File: src/hdl/gsp_pkg.sv
package gsp_pkg;

    // register offsets on the host register port
    localparam logic [3:0] GSP_OFF_POLL = 4'h7;
    localparam logic [3:0] GSP_OFF_INTERRUPT_STATUS_TWO = 4'h3;

    // second interrupt status register fields
    localparam int GSP_INTERRUPT_STATUS_TWO_LOK_BIT = 5;
    localparam int GSP_INTERRUPT_STATUS_TWO_REM_BIT = 4;
    localparam int GSP_INTERRUPT_STATUS_TWO_LOCKOUT_CHANGE_FLAG_BIT = 2;
    localparam int GSP_INTERRUPT_STATUS_TWO_REMOTE_CHANGE_FLAG_BIT = 1;
    localparam int GSP_INTERRUPT_STATUS_TWO_ADDRESSED_CHANGE_FLAG_BIT = 0;

    // address status register bits watched for addressed changes
    localparam int GSP_ADDRESS_STATUS_REG_MAJOR_MINOR_SELECT_BIT = 0;
    localparam int GSP_ADDRESS_STATUS_REG_TA_BIT = 1;
    localparam int GSP_ADDRESS_STATUS_REG_LA_BIT = 2;
    localparam int GSP_ADDRESS_STATUS_REG_CIC_BIT = 7;

    // address mode register bits that suppress addressed changes
    localparam int GSP_ADDRESS_MODE_REG_LON_BIT = 6;
    localparam int GSP_ADDRESS_MODE_REG_TON_BIT = 7;

    // configuration register two
    localparam int GSP_CONFIGURATION_REG_TWO_LMR_BIT = 1;

    // poll response mode register fields
    localparam int GSP_POLL_RSV_BIT = 6;
    localparam int GSP_POLL_REQUEST_PENDING_BIT = 6;
    localparam logic [7:0] GSP_POLL_STB_MASK = 8'hbf;

    // reset values
    localparam logic [7:0] GSP_STB_RESET = 8'h00;
    localparam logic [2:0] GSP_FLAGS_RESET = 3'h0;
    localparam logic [2:0] GSP_IE_RESET = 3'h0;
    localparam logic [7:0] GSP_RDATA_RESET = 8'h00;

    // service request function states
    typedef enum logic [2:0] {
        GSP_NEG_POLL = 3'b001,
        GSP_SRV_REQ = 3'b010,
        GSP_AFF_POLL = 3'b100
    } gsp_sr_state_t;

endpackage

File: src/hdl/gsp_status_poll.sv
`timescale 1ns/1ns

// Notes on behaviour
// - lockout-change flag (status two, bit 2) sets on any lockout status change.
// - remote-change flag (status two, bit 1) sets on any remote status change.
// - all three change flags clear at power-on and when status two is read.
// - addressed-change flag (bit 0) sets on talker, listener, controller or major/minor change.
// - watched address status bits are 1 talker, 2 listener, 7 controller, 0 major/minor.
// - no addressed-change flag while listen-only or talk-only mode is selected.
// - interrupt enables for the three flags sit at write bits 2, 1 and 0.
// - offset 7 reads the poll status view and writes the poll response mode.
// - status byte bits 7, 5-0 cleared by reset and chip reset, else hold writes.
// - when polled as talker, send full status byte once controller is standby.
// - pending bit, read bit 6, sets when host sets request-service bit.
// - pending clears in negative poll state with request serviced, showing byte sent.
// - request-service set and not being polled enters service request and drives SRQ.
// - request-service bit clears on entering affirmative poll response state.
// - request-service also cleared by power-on, local message reset and chip reset.
// - remote status true in remote state or remote-with-lockout state.
// - controller-in-charge true when controller is neither idle nor addressed-idle.
module gsp_status_poll
    import gsp_pkg::*;
(
    // clock and reset
    input wire logic clk_sys,
    input wire logic resetn,
    // host register port
    input wire logic [3:0] host_addr,
    input wire logic host_rd,
    input wire logic host_wr,
    input wire logic [7:0] host_wdata,
    output logic [7:0] host_rdata,
    output logic irq_req,
    // configuration and commands from the rest of the chip
    input wire logic [7:0] address_mode_reg,
    input wire logic [7:0] configuration_reg_two,
    input wire logic chip_reset_cmd,
    // interface function states
    input wire logic remote_state,
    input wire logic remote_lockout_state,
    input wire logic local_lockout_state,
    input wire logic ctl_idle_state,
    input wire logic ctl_addr_idle_state,
    input wire logic talker_active,
    input wire logic listener_active,
    input wire logic major_minor_select,
    input wire logic serial_poll_active,
    input wire logic poll_mode_state,
    // gpib side
    input wire logic atn_n_pin,
    input wire logic poll_byte_taken,
    output logic [7:0] poll_byte,
    output logic poll_byte_valid,
    output logic srq_o,
    output logic srq_oe,
    // status to the address status register
    output logic remote_status,
    output logic lockout_status,
    output logic controller_in_charge
);

    ////////////////////////////////////////////////////////////////////////////
    // decode

    logic rd_interrupt_status_two;
    logic wr_interrupt_status_two;
    logic rd_poll;
    logic wr_poll;
    logic addr_lock;

    assign rd_interrupt_status_two = host_rd && (host_addr == GSP_OFF_INTERRUPT_STATUS_TWO);
    assign wr_interrupt_status_two = host_wr && (host_addr == GSP_OFF_INTERRUPT_STATUS_TWO);
    assign rd_poll = host_rd && (host_addr == GSP_OFF_POLL);
    assign wr_poll = host_wr && (host_addr == GSP_OFF_POLL);
    assign addr_lock = address_mode_reg[GSP_ADDRESS_MODE_REG_LON_BIT]
        || address_mode_reg[GSP_ADDRESS_MODE_REG_TON_BIT];

    ////////////////////////////////////////////////////////////////////////////
    // status derived from function states

    logic rem_now;
    logic lok_now;
    logic cic_now;

    assign rem_now = remote_state || remote_lockout_state;
    assign lok_now = local_lockout_state || remote_lockout_state;
    assign cic_now = !(ctl_idle_state || ctl_addr_idle_state);

    always_ff @(posedge clk_sys or negedge resetn) begin
        if (!resetn) begin
            remote_status <= 1'b0;
            lockout_status <= 1'b0;
            controller_in_charge <= 1'b0;
        end else begin
            remote_status <= rem_now;
            lockout_status <= lok_now;
            controller_in_charge <= cic_now;
        end
    end

    ////////////////////////////////////////////////////////////////////////////
    // change detection

    // the first cycle after reset only primes the history, so stale
    // zeros in it cannot raise a false change
    logic primed_reg;
    logic [5:0] watch_now;
    logic [5:0] watch_reg;
    logic [5:0] watch_diff;

    assign watch_now = {lok_now, rem_now, talker_active, listener_active,
        cic_now, major_minor_select};
    assign watch_diff = primed_reg ? (watch_now ^ watch_reg) : 6'h00;

    always_ff @(posedge clk_sys or negedge resetn) begin
        if (!resetn) begin
            primed_reg <= 1'b0;
            watch_reg <= 6'h00;
        end else begin
            primed_reg <= 1'b1;
            watch_reg <= watch_now;
        end
    end

    logic [2:0] flag_set;
    logic [2:0] flags_reg;
    logic [2:0] irq_en_reg;

    assign flag_set[GSP_INTERRUPT_STATUS_TWO_LOCKOUT_CHANGE_FLAG_BIT] = watch_diff[5];
    assign flag_set[GSP_INTERRUPT_STATUS_TWO_REMOTE_CHANGE_FLAG_BIT] = watch_diff[4];
    assign flag_set[GSP_INTERRUPT_STATUS_TWO_ADDRESSED_CHANGE_FLAG_BIT] = (|watch_diff[3:0]) && !addr_lock;

    // a change in the read cycle survives the clear
    always_ff @(posedge clk_sys or negedge resetn) begin
        if (!resetn) begin
            flags_reg <= GSP_FLAGS_RESET;
        end else begin
            flags_reg <= (rd_interrupt_status_two ? 3'h0 : flags_reg) | flag_set;
        end
    end

    always_ff @(posedge clk_sys or negedge resetn) begin
        if (!resetn) begin
            irq_en_reg <= GSP_IE_RESET;
        end else if (wr_interrupt_status_two) begin
            irq_en_reg <= host_wdata[2:0];
        end
    end

    always_ff @(posedge clk_sys or negedge resetn) begin
        if (!resetn) begin
            irq_req <= 1'b0;
        end else begin
            irq_req <= |(flags_reg & irq_en_reg);
        end
    end

    ////////////////////////////////////////////////////////////////////////////
    // poll response mode register

    logic [7:0] stb_reg;
    logic rsv_reg;
    logic request_pending_reg;
    gsp_sr_state_t sr_state_reg;
    logic enter_aff;

    assign enter_aff = (sr_state_reg == GSP_SRV_REQ) && serial_poll_active;

    always_ff @(posedge clk_sys or negedge resetn) begin
        if (!resetn) begin
            stb_reg <= GSP_STB_RESET;
        end else if (chip_reset_cmd) begin
            stb_reg <= GSP_STB_RESET;
        end else if (wr_poll) begin
            stb_reg <= host_wdata & GSP_POLL_STB_MASK;
        end
    end

    always_ff @(posedge clk_sys or negedge resetn) begin
        if (!resetn) begin
            rsv_reg <= 1'b0;
        end else if (chip_reset_cmd || configuration_reg_two[GSP_CONFIGURATION_REG_TWO_LMR_BIT]) begin
            rsv_reg <= 1'b0;
        end else if (enter_aff) begin
            rsv_reg <= 1'b0;
        end else if (wr_poll) begin
            rsv_reg <= host_wdata[GSP_POLL_RSV_BIT];
        end
    end

    // pending clears once the request has been served and the function
    // is back in negative poll response
    always_ff @(posedge clk_sys or negedge resetn) begin
        if (!resetn) begin
            request_pending_reg <= 1'b0;
        end else if (wr_poll && host_wdata[GSP_POLL_RSV_BIT]) begin
            request_pending_reg <= 1'b1;
        end else if (sr_state_reg == GSP_NEG_POLL && !rsv_reg) begin
            request_pending_reg <= 1'b0;
        end
    end

    ////////////////////////////////////////////////////////////////////////////
    // service request function

    always_ff @(posedge clk_sys or negedge resetn) begin
        if (!resetn) begin
            sr_state_reg <= GSP_NEG_POLL;
        end else begin
            unique case (sr_state_reg)
                GSP_NEG_POLL: begin
                    if (rsv_reg && !serial_poll_active) begin
                        sr_state_reg <= GSP_SRV_REQ;
                    end
                end
                GSP_SRV_REQ: begin
                    if (serial_poll_active) begin
                        sr_state_reg <= GSP_AFF_POLL;
                    end else if (!rsv_reg) begin
                        sr_state_reg <= GSP_NEG_POLL;
                    end
                end
                GSP_AFF_POLL: begin
                    if (!serial_poll_active) begin
                        sr_state_reg <= GSP_NEG_POLL;
                    end
                end
                default: begin
                    sr_state_reg <= GSP_NEG_POLL;
                end
            endcase
        end
    end

    // srq is open drain: pull low only, never drive high
    always_ff @(posedge clk_sys or negedge resetn) begin
        if (!resetn) begin
            srq_oe <= 1'b0;
            srq_o <= 1'b0;
        end else begin
            srq_oe <= (sr_state_reg == GSP_SRV_REQ);
            srq_o <= 1'b0;
        end
    end

    ////////////////////////////////////////////////////////////////////////////
    // status byte transmission

    logic atn_n_meta;
    logic atn_n_sync;
    logic sent_reg;
    logic send_ok;

    always_ff @(posedge clk_sys or negedge resetn) begin
        if (!resetn) begin
            atn_n_meta <= 1'b0;
            atn_n_sync <= 1'b0;
        end else begin
            atn_n_meta <= atn_n_pin;
            atn_n_sync <= atn_n_meta;
        end
    end

    // controller in standby means atn released
    // atn is seen two cycles late, so poll mode must follow atn going low
    assign send_ok = poll_mode_state && talker_active && atn_n_sync && !sent_reg;

    always_ff @(posedge clk_sys or negedge resetn) begin
        if (!resetn) begin
            poll_byte_valid <= 1'b0;
            poll_byte <= 8'h00;
            sent_reg <= 1'b0;
        end else begin
            if (!poll_mode_state) begin
                sent_reg <= 1'b0;
            end else if (poll_byte_valid && poll_byte_taken) begin
                sent_reg <= 1'b1;
            end
            if (poll_byte_valid && poll_byte_taken) begin
                poll_byte_valid <= 1'b0;
            end else if (send_ok && !poll_byte_valid) begin
                poll_byte_valid <= 1'b1;
                poll_byte <= stb_reg | ((sr_state_reg == GSP_AFF_POLL || enter_aff)
                    ? 8'h40 : 8'h00);
            end
        end
    end

    ////////////////////////////////////////////////////////////////////////////
    // read data

    always_ff @(posedge clk_sys or negedge resetn) begin
        if (!resetn) begin
            host_rdata <= GSP_RDATA_RESET;
        end else if (rd_poll) begin
            host_rdata <= stb_reg | {1'b0, request_pending_reg, 6'h00};
        end else if (rd_interrupt_status_two) begin
            host_rdata <= {2'b00, lok_now, rem_now, 1'b0, flags_reg};
        end else if (host_rd) begin
            host_rdata <= GSP_RDATA_RESET;
        end
    end
endmodule

File: config.mk
export PLATFORM = sky130hd
export DESIGN_NAME = gsp_status_poll
export DESIGN_NICKNAME = d
export VERILOG_FILES = /design/src/hdl/gsp_pkg.sv /design/src/hdl/gsp_status_poll.sv
export SDC_FILE = /design/constraint.sdc
export NUM_CORES = 1
export LEC_CHECK = 0
export ABC_AREA = 0
export BUFFER_PORTS_ARGS = -buffer_cell sky130_fd_sc_hd__buf_2
export CORE_MARGIN = 2
export CORE_UTILIZATION = 30
export DETAILED_ROUTE_END_ITERATION = 10
export PLACE_DENSITY_LB_ADDON = 0.12
export SLEW_MARGIN = 5
export SYNTH_ARGS = -nofsm -noshare
export SYNTH_HDL_FRONTEND = slang
export SYNTH_SLANG_ARGS = --single-unit
File: constraint.sdc
create_clock -name clk_sys -period 1.5 [get_ports clk_sys]
set_clock_uncertainty 0.05 [all_clocks]
set_input_delay 0.225 -clock clk_sys [delete_from_list [all_inputs] [get_ports clk_sys]]
set_output_delay 0.225 -clock clk_sys [all_outputs]
set_load 0.1 [all_outputs]
==> impl_metrics.json, run 1 <==
{
  "antenna_found_initial": 0,
  "drive_above_1_share_pct": 37.5,
  "grt_pass1_vias": 1467,
  "critPathMaxFanout": 4,
  "nets": 260,
  "clockRootBuffer": "clkbuf_8",
  "setup_viol": 0,
  "ys_types": 39,
  "cts.sinks": 47,
  "antenna_cells": 0,
  "grt_pass1_wl_mm": 7.31,
  "fin_setup_tns_ns": 0,
  "wl_per_cell_um": 15.2,
  "finalHoldViolations": 0,
  "fmax_mhz": 699,
  "synthFlopType": "dfrtp_1",
  "syn2layout_area_growth_pct": 25.9,
  "ys_top_cells_by_area": "dfrtp_1 (60%), mux2_2 (4.7%), a21oi_1 (2.6%)",
  "rsz0062_at_grt": "false",
  "ios": 68,
  "cpMaxStageDelayCell": "dfrtp_4",
  "ys_seq_area_share_pct": 61.5,
  "coreArea_um2": 6280,
  "syn-num-nets": 197,
  "path_buf_inv": 1,
  "cp_data_required_time_ns": 1.22,
  "place_area_um2": 2270,
  "rr_endpoint": "poll_byte[3]",
  "grt_usage_pct": 13.2,
  "drc": 0,
  "row_count": 29,
  "io_buffers": 53,
  "syn_area_per_cell_um2": 12.6,
  "most-common-layout-cells": "buf_2 (53), dfrtp_1 (44), a21oi_1 (10)",
  "htree_levels": 2,
  "crit_path_end_kind": "output pin",
  "drtIter0Drc": 65,
  "arrival_ns": 1.16,
  "design_area_um2": 2410,
  "synthArstFlopShare_pct": 100,
  "clockBufferDepth": 2,
  "grt_max_degree": 27,
  "die-area_um2": 7040,
  "synth_edf_count": 0,
  "reg2reg_from": "poll_byte_valid",
  "post_cts_buffers": 0,
  "path_cells": "buf_2",
  "fin_crit_sh_pct": 95.4,
  "max-cap-violations": 0,
  "path_delay_family": "flip-flops",
  "clk_latency_ns": 0.30,
  "viasPerCell": 4.86,
  "grt_overflow": 0,
  "start_util_pct": 30.5,
  "wl_mm": 4.44,
  "netlist_area_um2": 1920,
  "ys_seq_elements": 47,
  "layout_commonest_cell": "buf_2",
  "die-width_um": 83.9,
  "hold_start": "configuration_reg_two[1]",
  "min_to": "rsv_reg",
  "syn_inst": 152,
  "ir_drop_v": 0.000531,
  "die_y_um": 83.9,
  "dp_hpwl_mm": 3.39,
  "r2r_setup_slack_ns": 0.12,
  "power_density_nw_per_um2": 1050,
  "via_count": 1425,
  "hold_depth": 2,
  "ff2ff_path_depth": 3,
  "place_congestion": 0.734,
  "tritoncts": "yes",
  "finalCriticalPeriod_ns": 1.43,
  "yosysTopAreaCell": "dfrtp_1",
  "antenna_left": 0,
  "ys_warn_count": 0,
  "status": "complete, no violations",
  "path_class": "flip-flop to output pin",
  "slowest_delay_ns": 0.43,
  "cp-startpoint": "poll_byte_valid",
  "hp-class": "input pin to flip-flop",
  "clk_pin_slew_worst_paths_ns": 0.09,
  "first_pass_iters": 4,
  "cp-start-kind": "flip-flop",
  "slew_violations": 0,
  "synth_top_cell_area_share_pct": 60.1,
  "cts_buffers": 5,
  "p_leak_nw": 1.17
}
## routing by layer
layer,vias up,track usage (%),part of all wire [%]
li1,684,-,-
met1,695,16.7,43
met2,41,21.8,49
met3,5,4.15,6.5
met4,0,3.96,1.2
met5,-,0,0
## final cells by class
| cell class | count | area [um^2] |
|---|---|---|
| clock buffers | 5 | 68.8 |
| fillers | 629 | 3860 |
| flip-flops and latches | 47 | 1180 |
| well taps | 77 | 96.3 |
| repair buffers | 60 | 328 |
| inverters | 6 | 22.5 |
| multi-input cells | 95 | 694 |
| clock inverters | 3 | 20.0 |
## synthesized netlist by cell type, drive strengths merged, types with 3 or more instances
library cell / n
dfrtp: 46
mux2: 11
a21oi: 10
o21ai: 10
nand3: 8
nor2: 8
nand2b: 6
a221o: 5
a22o: 5
and3: 5
inv: 5
xnor2: 5
buf: 4
nand2: 3
## per-stage QoR
stage | util [%] | hold slack (ns) | setup WS [ns] | total power [mW] | cells
finish | 38.4 | 0.0357 | 0.0694 | 2.54 | 293
global placement | 36.2 | 0.194 | 0.0738 | 1.81 | 281
CTS | 38.3 | 0.0223 | 0.0127 | 2.59 | 293
global route | 38.4 | 0.0163 | 0.0323 | 2.69 | 293
floorplan | - | -0.121 | 0.0120 | 1.68 | 152
detailed placement | 36.2 | 0.196 | 0.0294 | 1.82 | 281
## worst max-delay path by stage
| stage | to | slack (ns) | cells past startpoint |
|---|---|---|---|
| floorplan | poll_byte[0] | 0.01 | 3 |
| global placement | poll_byte[7] | 0.07 | 3 |
| detailed placement | poll_byte[3] | 0.03 | 3 |
| CTS | poll_byte[3] | 0.01 | 3 |
| global route | poll_byte_valid | 0.03 | 1 |
| finish | poll_byte_valid | 0.07 | 1 |
## repair_timing
action                                  CTS  global route
hold endpoints to repair                 49             0
resized for setup                         0             1
endpoints found under the setup margin    0             8
hold buffers                              4             0
## cells by family after synthesis
group	count (synthesis)	synth area share (%)
AO/OA/AOI/OAI	39	14.2
XOR/XNOR	5	2.29
buffers and inverters	10	2.74
flip-flops	47	61.5
multiplexers	11	6.47
other	2	0.392
AND/OR/NAND/NOR	38	12.4
## report_power, final
| part | total (mW) | leakage, nW | switching [mW] | internal, mW |
|---|---|---|---|---|
| logic | 0.428 | 0.525 | 0.313 | 0.114 |
| registers | 1.37 | 0.604 | 0.0404 | 1.33 |
| clock network | 0.741 | 0.0402 | 0.417 | 0.324 |
(Power assumes the default switching activity.)
==> run 2, diff against run 1 <==
Settings changed: CORE_MARGIN 2 to 10.
Clock period 1.5 ns to 1.2 ns, I/O delays scaled along.
==> run 2 against run 1 <==
Effect of this change: highest routed layer unchanged; largest cell class unchanged; combinational power is 66% higher; utilization is 9.5 points higher; count of clock-buffer cells in the layout is 2 higher; routed wire length is 17% higher; the flow now finishes with violations (negative setup slack).
==> impl_metrics.json, run 2 (synthesis gave the netlist of run 1 again) <==
{
  "clk_latency_ns": 0.29,
  "critPathMaxFanout": 2,
  "ios": 68,
  "cp_data_required_time_ns": 0.97,
  "place_congestion": 0.801,
  "fin_setup_tns_ns": -0.656,
  "grt_pass1_vias": 1638,
  "p_leak_nw": 1.34,
  "slew_violations": 0,
  "die-width_um": 99.9,
  "cpMaxStageDelayCell": "dfrtp_4",
  "finalCriticalPeriod_ns": 1.30,
  "io_buffers": 53,
  "dp_hpwl_mm": 3.89,
  "max-cap-violations": 0,
  "grt_usage_pct": 10.5,
  "violations": "negative setup slack",
  "setup_viol": 9,
  "row_count": 29,
  "die-area_um2": 9980,
  "slowest_delay_ns": 0.49,
  "grt_overflow": 0,
  "power_density_nw_per_um2": 1190,
  "finalHoldViolations": 0,
  "internal_power_mw": 2.58,
  "path_delay_family": "flip-flops",
  "clockRootBuffer": "clkbuf_8",
  "power_mw": 3.58,
  "wl_per_cell_um": 17.0,
  "via_count": 1512,
  "power_frac_clock_pct": 31.4,
  "fin_crit_sh_pct": 108,
  "p_comb_share_pct": 19.9,
  "ir_drop_v": 0.000506,
  "antenna_left": 0,
  "cts_buffers": 5,
  "most-common-layout-cells": "dfrtp_1 (33), buf_2 (31), buf_12 (23)",
  "syn2layout_area_growth_pct": 57.1,
  "wl_mm": 5.21,
  "path_cells": "buf_6 > buf_12",
  "seq_power_share_pct": 48.7,
  "nets": 273,
  "status": "complete, but fails checks",
  "rsz0062_at_grt": "true",
  "start_util_pct": 30.5,
  "grt_max_degree": 48,
  "layout_commonest_cell": "dfrtp_1",
  "n_fill_cell": 567,
  "layout_setup_ws_ns": -0.0956,
  "clockBufferDepth": 2,
  "arrival_ns": 1.07,
  "tritoncts": "yes",
  "die_y_um": 99.9,
  "drive_above_1_share_pct": 48.9,
  "grt_pass1_wl_mm": 8.45,
  "coreArea_um2": 6280,
  "clk_pin_slew_worst_paths_ns": 0.07,
  "hp-class": "input pin to flip-flop",
  "path_buf_inv": 2,
  "drc": 0,
  "htree_levels": 2,
  "antenna_found_initial": 0,
  "drtIter0Drc": 66,
  "path_class": "flip-flop to output pin",
  "crit_path_end_kind": "output pin",
  "first_pass_iters": 4,
  "p_sw_share_pct": 28.0,
  "fmax_mhz": 772,
  "fin_worst_hold_slack_ns": 0.0305,
  "antenna_cells": 0,
  "p_switching_mw": 1.00,
  "cp-start-kind": "flip-flop",
  "cts.sinks": 47,
  "viasPerCell": 4.94
}
## run 2: path summary, 6_finish.rpt
path | start | end | slack, ns | cells after the start
max in group asynchronous | resetn | sr_state_reg[0] | 0.48 | 3
worst max register to register | poll_byte_valid | poll_byte[7] | -0.08 | 3
min in group asynchronous | resetn | irq_en_reg[2] | 0.33 | 3
worst min register to register | atn_n_meta | atn_n_sync | 0.32 | 0
worst min-delay path | poll_byte_taken | poll_byte_valid | 0.03 | 2
worst max-delay path | poll_byte_valid | poll_byte_valid | -0.1 | 2
## run 2: power by group through the flow
stage | logic (mW) | registers (mW) | clock network, mW
detailed placement | 0.657 | 1.77 | 0
CTS | 0.698 | 1.74 | 1.18
global placement | 0.645 | 1.77 | 0
global route | 0.754 | 1.75 | 1.24
finish | 0.712 | 1.74 | 1.12
floorplan | 0.144 | 1.97 | 0
## run 2: cell type report
type | count | area, um^2 | share of cell area, %
clock buffer | 7 | 76.3 | 2.54
clock inverter | 1 | 30.0 | 0.998
inverter | 6 | 22.5 | 0.748
multi-input combinational | 96 | 810 | 26.9
sequential | 47 | 1200 | 39.8
tap | 77 | 96.3 | 3.20
timing repair buffer | 72 | 776 | 25.8
## run 2: timing repair
item,in CTS,in global routing
buffers inserted,2,0
setup endpoints to repair,11,14
pin swaps,1,2
gates cloned,1,0
gates resized for setup,3,16
hold endpoints to repair,51,0
hold buffers,7,0
## run 2: per-stage QoR
step	area (um^2)	cells	utilization (%)	setup slack, ns
after floorplan	1950	152	-	-0.164
after global placement	2700	288	43.0	-0.107
after detailed placement	2700	288	43.0	-0.152
after CTS	2930	306	46.6	-0.112
after global routing	3010	306	47.9	-0.146
final	3010	306	47.9	-0.0956
## run 2: metal layers
metal | vias up | GRT usage [%] | routed length (um)
met4 | 0 | 3.31 | 69
met3 | 8 | 3.57 | 389
met1 | 750 | 13.5 | 2270
met2 | 49 | 16.2 | 2480
li1 | 705 | - | -
met5 | - | 0 | 0
